$ cat config.mk
export PLATFORM = sky130hd
export DESIGN_NAME = hic_regs
export DESIGN_NICKNAME = d
export VERILOG_FILES = /design/src/design/hic_regs.v
export VERILOG_INCLUDE_DIRS = /design/src /design/src/inc
export SDC_FILE = /design/constraint.sdc
export NUM_CORES = 1
export LEC_CHECK = 0
export CELL_PAD_IN_SITES_DETAIL_PLACEMENT = 0
export CELL_PAD_IN_SITES_GLOBAL_PLACEMENT = 1
export CORE_UTILIZATION = 45
export CTS_BUF_LIST = sky130_fd_sc_hd__clkbuf_2 sky130_fd_sc_hd__clkbuf_4 sky130_fd_sc_hd__clkbuf_8
export CTS_CLUSTER_SIZE = 20
export DETAILED_ROUTE_END_ITERATION = 6
export DONT_BUFFER_PORTS = 1
export PLACE_DENSITY = 0.84
export SYNTH_ARGS = -nofsm -noshare
export SYNTH_HDL_FRONTEND = slang
export SYNTH_SLANG_ARGS = --single-unit
export TNS_END_PERCENT = 30
$ cat constraint.sdc
create_clock -name mclk -period 2.45 [get_ports mclk]
set_clock_uncertainty 0.05 [all_clocks]
set_input_delay 0.1225 -clock mclk [delete_from_list [all_inputs] [get_ports mclk]]
set_output_delay 0.1225 -clock mclk [all_outputs]
set_load 0.02 [all_outputs]
$ cat src/inc/hic_defines.vh
// Offsets, field positions, reset values and masks of the host control block.
// Assumes inclusion by bare name from design files; definitions only.
`ifndef HIC_DEFINES_VH
`define HIC_DEFINES_VH

// ----------------------------------------------------------------------
// Register byte offsets
// ----------------------------------------------------------------------
`define HIC_OFS_STATUS    8'h58
`define HIC_OFS_ENABLE    8'h5C
`define HIC_OFS_PROBE     8'h64
`define HIC_OFS_FIFOLVL   8'h68
`define HIC_OFS_RXCFG     8'h6C

// ----------------------------------------------------------------------
// Reset values and constant patterns
// ----------------------------------------------------------------------
`define HIC_PROBE_VALUE   32'h87654321
`define HIC_FIFOLVL_RST   32'h48000000
`define HIC_ENABLE_RST    32'h00000000
`define HIC_RXCFG_RST     32'h00000000
// Writable enable bits and clearable status bits (reserved bits excluded)
`define HIC_IRQ_BITS      32'h83BFEFFF

// ----------------------------------------------------------------------
// Interrupt bit positions driven by this block
// ----------------------------------------------------------------------
`define HIC_BIT_RXDMA     20
`define HIC_BIT_TXAVAIL   9
`define HIC_BIT_TXSLVL    7
`define HIC_BIT_RXDLVL    5
`define HIC_BIT_RXSLVL    3

// ----------------------------------------------------------------------
// Field positions
// ----------------------------------------------------------------------
`define HIC_TXAV_HI       31
`define HIC_TXAV_LO       24
`define HIC_TXSL_HI       23
`define HIC_TXSL_LO       16
`define HIC_RXDL_HI       15
`define HIC_RXDL_LO       8
`define HIC_RXSL_HI       7
`define HIC_RXSL_LO       0
`define HIC_ALIGN_HI      31
`define HIC_ALIGN_LO      30
`define HIC_CNT_HI        27
`define HIC_CNT_LO        16
`define HIC_DUMP_BIT      15
`define HIC_OFFW_HI       12
`define HIC_OFFW_LO       10
`define HIC_OFFB_HI       9
`define HIC_OFFB_LO       8

// ----------------------------------------------------------------------
// End alignment codes
// ----------------------------------------------------------------------
`define HIC_ALIGN_4       2'h0
`define HIC_ALIGN_16      2'h1
`define HIC_ALIGN_32      2'h2

// AHB transfer type with a real request
`define HIC_HTRANS_NSEQ   2'h2
`define HIC_HTRANS_SEQ    2'h3

`endif

$ cat src/design/hic_regs.v
// Host-side control registers: interrupt masks, byte-order probe, FIFO
// level thresholds and receive configuration, reached over AHB-Lite.
// Assumes event, level and strobe inputs come from logic on mclk.
//
// Our own choice: the AHB-Lite slave port.
`timescale 1ns/1ns
`include "hic_defines.vh"

// What this block does
// - Enable bits gate sources; reset zero
// - Status captures events regardless of enables
// - Bits 31,25,24,23 enabled; 30-26,22 reserved
// - Bits 21 to 16 mask listed sources
// - Bits 15-13 mask; bit 12 reserved
// - Bits 11-0 mask FIFO and pin sources
// - Probe register always reads fixed pattern
// - TX free blocks above threshold flags
// - TX status occupancy above threshold flags
// - RX free blocks below threshold flags
// - RX status occupancy above threshold flags
// - Pad last buffer transfer to alignment
// - Countdown decrements per word, holds at zero; done raises interrupt
// - New count write replaces remaining count
// - Dump bit flushes RX FIFOs, self-clears
// - Start of data shifted 0-31 bytes
// - Word offset changes apply at next read or flush
// - Countdown completion sets status bit 20
module hic_regs #(
   parameter LVL_W = 8,
   parameter CNT_W = 12
) (
   input  wire             mclk,
   input  wire             rst,
   input  wire             ce,
   input  wire             hsel,
   input  wire [7:0]       haddr,
   input  wire [1:0]       htrans,
   input  wire             hwrite,
   input  wire [2:0]       hsize,
   input  wire [31:0]      hwdata,
   input  wire             hready,
   output reg              hreadyout,
   output reg  [31:0]      hrdata,
   output reg              hresp,
   input  wire [31:0]      irq_src_evt,
   input  wire [LVL_W-1:0] tx_data_free_blk,
   input  wire [LVL_W-1:0] tx_stat_used,
   input  wire [LVL_W-1:0] rx_data_free_blk,
   input  wire [LVL_W-1:0] rx_stat_used,
   input  wire             rx_fifo_rd,
   input  wire             rx_buf_last,
   output reg              irq_q,
   output reg              rx_flush_q,
   output reg              rx_pad_valid_q,
   output reg  [2:0]       rx_pad_dwords_q,
   output reg  [2:0]       rx_dword_offset_q,
   output reg  [1:0]       rx_byte_offset_q
);

   // ----------------------------------------------------------------------
   // Storage
   // ----------------------------------------------------------------------
   reg [31:0]      status_q;
   reg [31:0]      enable_q;
   reg [31:0]      fifolvl_q;
   reg [1:0]       align_q;
   reg [CNT_W-1:0] rx_dword_countdown_q;
   reg [4:0]       rx_start_offset_q;
   reg [2:0]       buf_cnt_q;
   reg             wr_pend_q;
   reg             rd_pend_q;
   reg [7:0]       addr_q;

   wire            req;
   wire            do_wr;
   wire [31:0]     evt_all;
   wire            cnt_done;

   // ----------------------------------------------------------------------
   // Helpers
   // ----------------------------------------------------------------------
   // Pad words so that the word count n lands on the chosen boundary
   function [2:0] pad_words;
      input [1:0] align;
      input [2:0] n;
      reg   [2:0] mask;
      begin
         mask = 3'h0;
         case (align)
            `HIC_ALIGN_16: mask = 3'h3;
            `HIC_ALIGN_32: mask = 3'h7;
            default:       mask = 3'h0; // 4-byte and reserved: no pad
         endcase
         pad_words = (3'h0 - n) & mask;
      end
   endfunction

   // Register read multiplexer; reserved and unmapped read as zero
   function [31:0] rd_mux;
      input [7:0] a;
      begin
         case (a)
            `HIC_OFS_STATUS:  rd_mux = status_q;
            `HIC_OFS_ENABLE:  rd_mux = enable_q;
            `HIC_OFS_PROBE:   rd_mux = `HIC_PROBE_VALUE;
            `HIC_OFS_FIFOLVL: rd_mux = fifolvl_q;
            `HIC_OFS_RXCFG:   rd_mux = {align_q, 2'h0,
                                        rx_dword_countdown_q, 3'h0,
                                        rx_start_offset_q, 8'h00};
            default:          rd_mux = 32'h00000000;
         endcase
      end
   endfunction

   // ----------------------------------------------------------------------
   // Bus front end
   // ----------------------------------------------------------------------
   assign req   = hsel & hready & (htrans == `HIC_HTRANS_NSEQ ||
                                   htrans == `HIC_HTRANS_SEQ);
   assign do_wr = ce & wr_pend_q;

   // Reads take one wait state so a write just before is always seen
   always @(posedge mclk) begin
      if (rst) begin
         hreadyout <= 1'b1;
         hrdata    <= 32'h00000000;
         hresp     <= 1'b0;
         wr_pend_q <= 1'b0;
         rd_pend_q <= 1'b0;
         addr_q    <= 8'h00;
      end else if (ce) begin
         hresp <= 1'b0;
         if (rd_pend_q) begin
            hrdata    <= rd_mux(addr_q);
            hreadyout <= 1'b1;
            rd_pend_q <= 1'b0;
         end else begin
            wr_pend_q <= req & hwrite;
            rd_pend_q <= req & ~hwrite;
            hreadyout <= ~(req & ~hwrite);
            if (req) begin
               addr_q <= haddr;
            end
         end
      end
   end

   // ----------------------------------------------------------------------
   // Event gathering
   // ----------------------------------------------------------------------
   // Datapath events plus threshold and countdown flags of this block
   assign cnt_done = rx_fifo_rd && rx_dword_countdown_q == {{(CNT_W-1){1'b0}}, 1'b1};

   assign evt_all = (irq_src_evt
      | ({31'h0, cnt_done} << `HIC_BIT_RXDMA)
      | ({31'h0, tx_data_free_blk > fifolvl_q[`HIC_TXAV_HI:`HIC_TXAV_LO]}
         << `HIC_BIT_TXAVAIL)
      | ({31'h0, tx_stat_used > fifolvl_q[`HIC_TXSL_HI:`HIC_TXSL_LO]}
         << `HIC_BIT_TXSLVL)
      | ({31'h0, rx_data_free_blk < fifolvl_q[`HIC_RXDL_HI:`HIC_RXDL_LO]}
         << `HIC_BIT_RXDLVL)
      | ({31'h0, rx_stat_used > fifolvl_q[`HIC_RXSL_HI:`HIC_RXSL_LO]}
         << `HIC_BIT_RXSLVL))
      & `HIC_IRQ_BITS;

   // ----------------------------------------------------------------------
   // Status and enables
   // ----------------------------------------------------------------------
   // Status latches every event, masked or not; a new event beats a clear
   always @(posedge mclk) begin
      if (rst) begin
         status_q <= 32'h00000000;
      end else if (ce) begin
         status_q <= (status_q & ~((do_wr && addr_q == `HIC_OFS_STATUS) ?
                                   hwdata : 32'h00000000))
                     | evt_all;
      end
   end

   // Only documented enable bits store; reserved bits stay zero
   always @(posedge mclk) begin
      if (rst) begin
         enable_q  <= `HIC_ENABLE_RST;
         fifolvl_q <= `HIC_FIFOLVL_RST;
      end else if (ce && do_wr) begin
         if (addr_q == `HIC_OFS_ENABLE) begin
            enable_q <= hwdata & `HIC_IRQ_BITS;
         end
         if (addr_q == `HIC_OFS_FIFOLVL) begin
            fifolvl_q <= hwdata;
         end
      end
   end

   // Single interrupt output, registered to keep it glitch free
   always @(posedge mclk) begin
      if (rst) begin
         irq_q <= 1'b0;
      end else if (ce) begin
         irq_q <= |(status_q & enable_q);
      end
   end

   // ----------------------------------------------------------------------
   // Receive configuration
   // ----------------------------------------------------------------------
   // Countdown: a write replaces it, otherwise each word read takes one until it reaches zero
   always @(posedge mclk) begin
      if (rst) begin
         align_q              <= 2'h0;
         rx_dword_countdown_q <= {CNT_W{1'b0}};
         rx_start_offset_q    <= 5'h00;
         rx_flush_q           <= 1'b0;
      end else if (ce) begin
         rx_flush_q <= 1'b0;
         if (do_wr && addr_q == `HIC_OFS_RXCFG) begin
            align_q              <= hwdata[`HIC_ALIGN_HI:`HIC_ALIGN_LO];
            rx_dword_countdown_q <= hwdata[`HIC_CNT_HI:`HIC_CNT_LO];
            rx_start_offset_q    <= hwdata[`HIC_OFFW_HI:`HIC_OFFB_LO];
            rx_flush_q           <= hwdata[`HIC_DUMP_BIT];
         end else if (rx_fifo_rd && rx_dword_countdown_q != {CNT_W{1'b0}}) begin
            rx_dword_countdown_q <= rx_dword_countdown_q - 1'b1;
         end
      end
   end

   // Applied offset: byte part follows directly (host changes it only
   // while halted); word part is taken up at the next word read or flush
   always @(posedge mclk) begin
      if (rst) begin
         rx_byte_offset_q  <= 2'h0;
         rx_dword_offset_q <= 3'h0;
      end else if (ce) begin
         rx_byte_offset_q <= rx_start_offset_q[1:0];
         if (rx_fifo_rd || rx_flush_q) begin
            rx_dword_offset_q <= rx_start_offset_q[4:2];
         end
      end
   end

   // ----------------------------------------------------------------------
   // End alignment padding
   // ----------------------------------------------------------------------
   // Words of the current buffer, modulo the largest boundary (8 words)
   always @(posedge mclk) begin
      if (rst) begin
         buf_cnt_q       <= 3'h0;
         rx_pad_valid_q  <= 1'b0;
         rx_pad_dwords_q <= 3'h0;
      end else if (ce) begin
         rx_pad_valid_q <= 1'b0;
         if (rx_flush_q) begin
            buf_cnt_q <= 3'h0;
         end else if (rx_fifo_rd) begin
            if (rx_buf_last) begin
               buf_cnt_q       <= 3'h0;
               rx_pad_valid_q  <= 1'b1;
               rx_pad_dwords_q <= pad_words(align_q, buf_cnt_q + 3'h1);
            end else begin
               buf_cnt_q <= buf_cnt_q + 3'h1;
            end
         end
      end
   end

endmodule

* After elaboration in Yosys (flattened, before gate mapping)
Cells that the tools add are included.
Storage, ports and cells: output and inout bits 45, register bits after elaboration 165
Cells by class: reduce and logical (&&, ||, !) cells 21, mux-type cells 19, equal/unequal tests 10, $add $sub $neg 3, order comparisons 4, bitwise operators 19
Operator list (count):
- 32-bit one-hot mux with 5 select lines | 1
- 32-bit bitwise AND | 2
- 8-bit by 7-bit equality test with 1-bit output (second input constant) | 5
- 32-bit two-way mux | 1
- 32-bit NOT | 1
- 32-bit by 10-bit OR with 32-bit output | 1
- 32-bit by 21-bit OR with 32-bit output | 1
- 32-bit OR | 1
- 32-bit by 4-bit OR with 32-bit output | 1
- 32-bit by 6-bit OR with 32-bit output | 1
- 32-bit by 8-bit OR with 32-bit output | 1
- 32-bit OR reduction | 1
- 8-bit > comparator | 3
- 12-bit two-way mux | 2
- 3-bit two-way mux | 8
- 2-bit AND reduction | 8
- 12-bit by 1-bit equality test with 1-bit output (second input constant) | 1
- 12-bit nonzero test | 1
- 12-bit by 1-bit subtractor with 12-bit output (second input constant) | 1
- 8-bit < comparator | 1
- 2-bit equality test (second input constant) | 3
- 1-bit two-way mux | 6
- 3-bit one-hot mux with 2 select lines | 1
- 1-bit bitwise AND | 5
- 10 further kinds | 19

* Depth between registers and ports, before layout
depth in word-level cells 8, gate-level depth with buffers 9, gate-level depth less buffers 7

* Worst setup path after synthesis
No wires, ideal clock.
kind register -> register, from register rx_dword_countdown_q[4], to register rx_dword_countdown_q[0], path slack 0.616 ns, buffers on the path 1, clock period less this slack 1.834 ns, arrival time 1.698 ns, stages on the path, launching flop included 7, cell sequence dfxtp_1 -> or4_4 -> and4bb_2 -> buf_4 -> nor2_1 -> xnor2_1 -> a211oi_1
On the way: cells in the longest elaborated chain, start to end 4
RTL lines:
- start: declaration | line hic_regs.v:67 | reg [CNT_W-1:0] rx_dword_countdown_q;
- start signal: assignment | line hic_regs.v:211 | rx_dword_countdown_q <= {CNT_W{1'b0}};
- start signal: assignment | line hic_regs.v:218 | rx_dword_countdown_q <= hwdata[`HIC_CNT_HI:`HIC_CNT_LO];
- start signal: assignment | line hic_regs.v:222 | rx_dword_countdown_q <= rx_dword_countdown_q - 1'b1;
- 12-bit nonzero test | line hic_regs.v:221 | end else if (rx_fifo_rd && rx_dword_countdown_q != {CNT_W{1'b0}}) begin
- 1-bit logical AND | line hic_regs.v:221
- 2-bit nonzero test (no source line)
- 2-bit AND reduction (no source line)
No other way between the ends. A chain may end at the register's enable or synchronous reset.

* Worst setup path after layout
from register addr_q[5], to register hrdata[28]
On the way: cells in the longest elaborated chain, start to end 2, elaborated cells between the ends (all ways) 6
RTL lines:
- start: declaration | line hic_regs.v:72 | reg [7:0] addr_q;
- start signal: assignment | line hic_regs.v:142 | addr_q <= haddr;
- 8-bit by 7-bit equality test with 1-bit output | line hic_regs.v:102 | case (a)
- 32-bit one-hot mux with 5 select lines (*) | line hic_regs.v:102
- end signal: assignment | line hic_regs.v:134 | hrdata <= rd_mux(addr_q);
- end: declaration | line hic_regs.v:43 | output reg [31:0] hrdata,
Every way passes the cells marked *; elsewhere a longest branch is shown, timed or not.

==> impl_metrics.tcl <==
set metrics [dict create \
    synth-simple-area-share_pct 20.9 \
    critPathRequiredTime_ns 2.75 \
    start_kind "flip-flop" \
    synth_adder_area_share_pct 5.76 \
    fin_setup_tns_ns 0 \
    die_height_um 136 \
    antenna_left 0 \
    fin_crit_ns 2.39 \
    pwr_density_cell_nw_per_um2 614 \
    p_sw_mw 1.70 \
    dr.pass1.iters 6 \
    vias 7630 \
    seq_area_um2 3310 \
    synth.distinct_cells 57 \
    synth_top_area_share_pct 41.1 \
    synthToLayoutAreaGrowth_pct 19.2 \
    combPwrFrac_pct 15.7 \
    final-max-slew-violation-count 0 \
    synth_common_cells "nand2_1, dfxtp_1, a21oi_1" \
    globalplace.congestion 0.897 \
    p_leak_nw 3.35 \
    max_stage_delay_ns 0.55 \
    synth_cells 990 \
    min_to "status_q[3]$_SDFFE_PP0P_" \
    io_buffers 0 \
    cts_tree "yes" \
    slowest_stage "dlygate4sd3_1" \
    grt_overflow 0 \
    grt_max_degree 126 \
    synth_mux_area_share_pct 2.49 \
    synth_edf_count 0 \
    endpoint_kind "flip-flop" \
    vdd_drop_max_v 0.000427 \
    min_path_cells 3 \
    post_drt_wl_per_cell_um 20.6 \
    setup_violations 0 \
    insertion_delay_ns 0.47 \
    max_freq_mhz 419 \
    synthTopCellsByArea "dfxtp_1, nand2_1, a21oi_1, ha_1, a22oi_1" \
    fin_cells 1300 \
    syn_nets 1144 \
    hold_class "in2reg" \
    clockBufferDepth 2 \
    arrival_ns 2.69 \
    rr_worst_depth 7 \
    core_um2 17400 \
    routed_wl_mm 26.8 \
    hold_ws_ns 0.0215 \
    r2r-start "addr_q[5]$_SDFFE_PP0P_" \
    synth.avg_cell_area_um2 8.12 \
    worst-r2r-setup-slack_ns 0.06 \
    drive_gt1_share_pct 6.98 \
    fp-row-count 48 \
    initial_utilization_pct 46.3 \
    tightest_slew_ns 0.715 \
    synth_top_family_by_area "compound AO/OA/AOI/OAI gates" \
    die_area_um2 18400 \
    antenna_found_initial 1 \
    crit_type "reg2reg" \
    yosysTopAreaCell "dfxtp_1" \
    cts_made_buffers 17 \
    synth.cell_area_um2 8040 \
    max_slew_margin_pct 52.2 \
    dp.cells 1174 \
    final.fill_count 1663 \
    clk_pin_slew_ns 0.09 \
    hold_violations 0 \
    fin_nets 1216 \
    async_reset_ff_share_pct 0 \
    clockRootBuffer "clkbuf_8" \
    holdCritStartpoint "rx_stat_used[6]" \
    num_io_pins 162 \
    crit_fanout 29 \
    rsz0062_at_grt "true" \
    grt_pass1_vias 7213 \
    power.share.switching_pct 28.9 \
    max-cap-violations 0 \
    drc_errors 0 \
    synth_seq_area_share_pct 41.1 \
    htree_levels 4 \
    drt_iter0_drc 845 \
    grt_pass1_wl_mm 41.3 \
    dp_hpwl_mm 18.0 \
    path_cells "and4bb_2 -> buf_8 -> a22oi_1 -> nor3_1 -> a21oi_1 -> nor2_1 -> dlygate4sd3_1" \
    p_int_mw 4.19 \
    via_per_inst 5.87 \
    track_usage_pct 29.9 \
    synthXorXnorAreaFrac_pct 1.53 \
    cts.sinks 165 \
    p_seq_share_pct 49.9 \
    dieWidth_um 136 \
    ys.flop_type "dfxtp_1" \
    yosysWarnings 0 \
    fin_crit_sh_pct 97.4 \
    synth_compound_area_share_pct 22.0 \
    ys_ff_latch 165 \
    yosysMostFrequentCell "nand2_1" \
    antenna_cells 0 \
    multi_input_area_um2 4250 \
    power_frac_clock_pct 34.5 \
    status "finished, final reports clean" \
    timing.rr.end "hrdata[28]$_SDFFE_PP0P_" \
]
-- flip-flops by register name (all words and copies together) (netlist names) --
signal,flops
buf_cnt_q,3
addr_q,8
rd_pend_q,1
rx_pad_valid_q,1
rx_dword_countdown_q,12
wr_pend_q,1
rx_dword_offset_q,3
fifolvl_q,32
status_q,32
rx_pad_dwords_q,3
irq_q,1
hreadyout,1
rx_byte_offset_q,2
rx_start_offset_q,5
align_q,2
enable_q,25
hrdata,32
rx_flush_q,1
-- power groups by stage --
stage / sequential, mW / clock, mW / combinational, mW
detailed placement: 2.99 / 0 / 0.724
floorplan: 2.94 / 0 / 0.699
finish: 2.93 / 2.03 / 0.921
global placement: 2.99 / 0 / 0.720
CTS: 2.93 / 2.05 / 0.907
global route: 2.95 / 2.16 / 1.01
-- logic make-up after synthesis --
group	Yosys count
and+or+nand+nor	371
AOI/OAI and AO/OA	277
DFF	165
buffers and inverters	105
adders and majority gates	37
muxes	20
xor gates and xnor gates	14
other	1
-- what timing repair did --
item / 4_1_cts / 5_1_grt
resized for setup: 0 / 6
setup buffers: 0 / 1
hold buffers: 93 / 0
endpoints found under the hold margin: 152 / 0
endpoints found under the setup margin: 0 / 11
-- per-stage QoR --
stage               util (%)  setup slack, ns  total power [mW]  cell area (µm²)
floorplan                  -            0.616              3.64             8040
global placement        47.2            0.361              3.71             8190
detailed placement      47.2            0.293              3.71             8190
CTS                     55.0          0.00981              5.88             9550
global route            55.2         -0.00372              6.13             9580
finish                  55.2           0.0644              5.88             9580
-- how the worst max path moves through the flow --
| stage | startpoint | to | slack [ns] |
|---|---|---|---|
| 6_report | addr_q[5]$_SDFFE_PP0P_ | hrdata[28]$_SDFFE_PP0P_ | 0.06 |
| 5_1_grt | addr_q[5]$_SDFFE_PP0P_ | align_q[1]$_SDFFE_PP0P_ | -0.004 |
| 4_1_cts | addr_q[3]$_SDFFE_PP0P_ | align_q[1]$_SDFFE_PP0P_ | 0.01 |
| 3_5_place_dp | addr_q[3]$_SDFFE_PP0P_ | enable_q[14]$_SDFFE_PP0P_ | 0.29 |
| 3_3_place_gp | addr_q[3]$_SDFFE_PP0P_ | enable_q[20]$_SDFFE_PP0P_ | 0.36 |
| 2_1_floorplan | rx_dword_countdown_q[4]$_SDFFE_PP0P_ | rx_dword_countdown_q[0]$_SDFFE_PP0P_ | 0.62 |
-- critical path: cells and delay by family, from the launching register on --
family | cells | cell delay (ns)
simple gates | 3 | 0.48
flops | 1 | 0.44
buf+inv | 2 | 0.74
compound gates | 2 | 0.57
-- layout make-up --
cell class                 count  area share [%]
sequential                   165            34.5
clock inverter                13            1.57
tap                          225            2.94
multi-input combinational    720            44.4
clock buffer                  19            2.66
inverter                      39            1.53
timing repair buffer         119            12.4
-- routing by layer --
layer / global-route usage, % / share of wire [%] / vias up
li1: - / - / 3653
met1: 39.3 / 43 / 3593
met2: 46.9 / 45 / 337
met3: 7.26 / 8.8 / 45
met4: 11.6 / 2.8 / 2
met5: 0 / 0.041 / -
-- cell usage in the layout (no fill, tap or decap), types with 26 or more instances in the layout --
master | synthesis | final
nand2_1 | 192 | 192
dfxtp_1 | 165 | 163
a21oi_1 | 115 | 115
dlygate4sd3_1 | 0 | 91
nor2_1 | 76 | 76
a22oi_1 | 51 | 51
inv_1 | 38 | 38
ha_1 | 37 | 37
o21ai_0 | 29 | 29
nand3_1 | 26 | 26
Note: power is estimated with default switching activity, not from simulation.
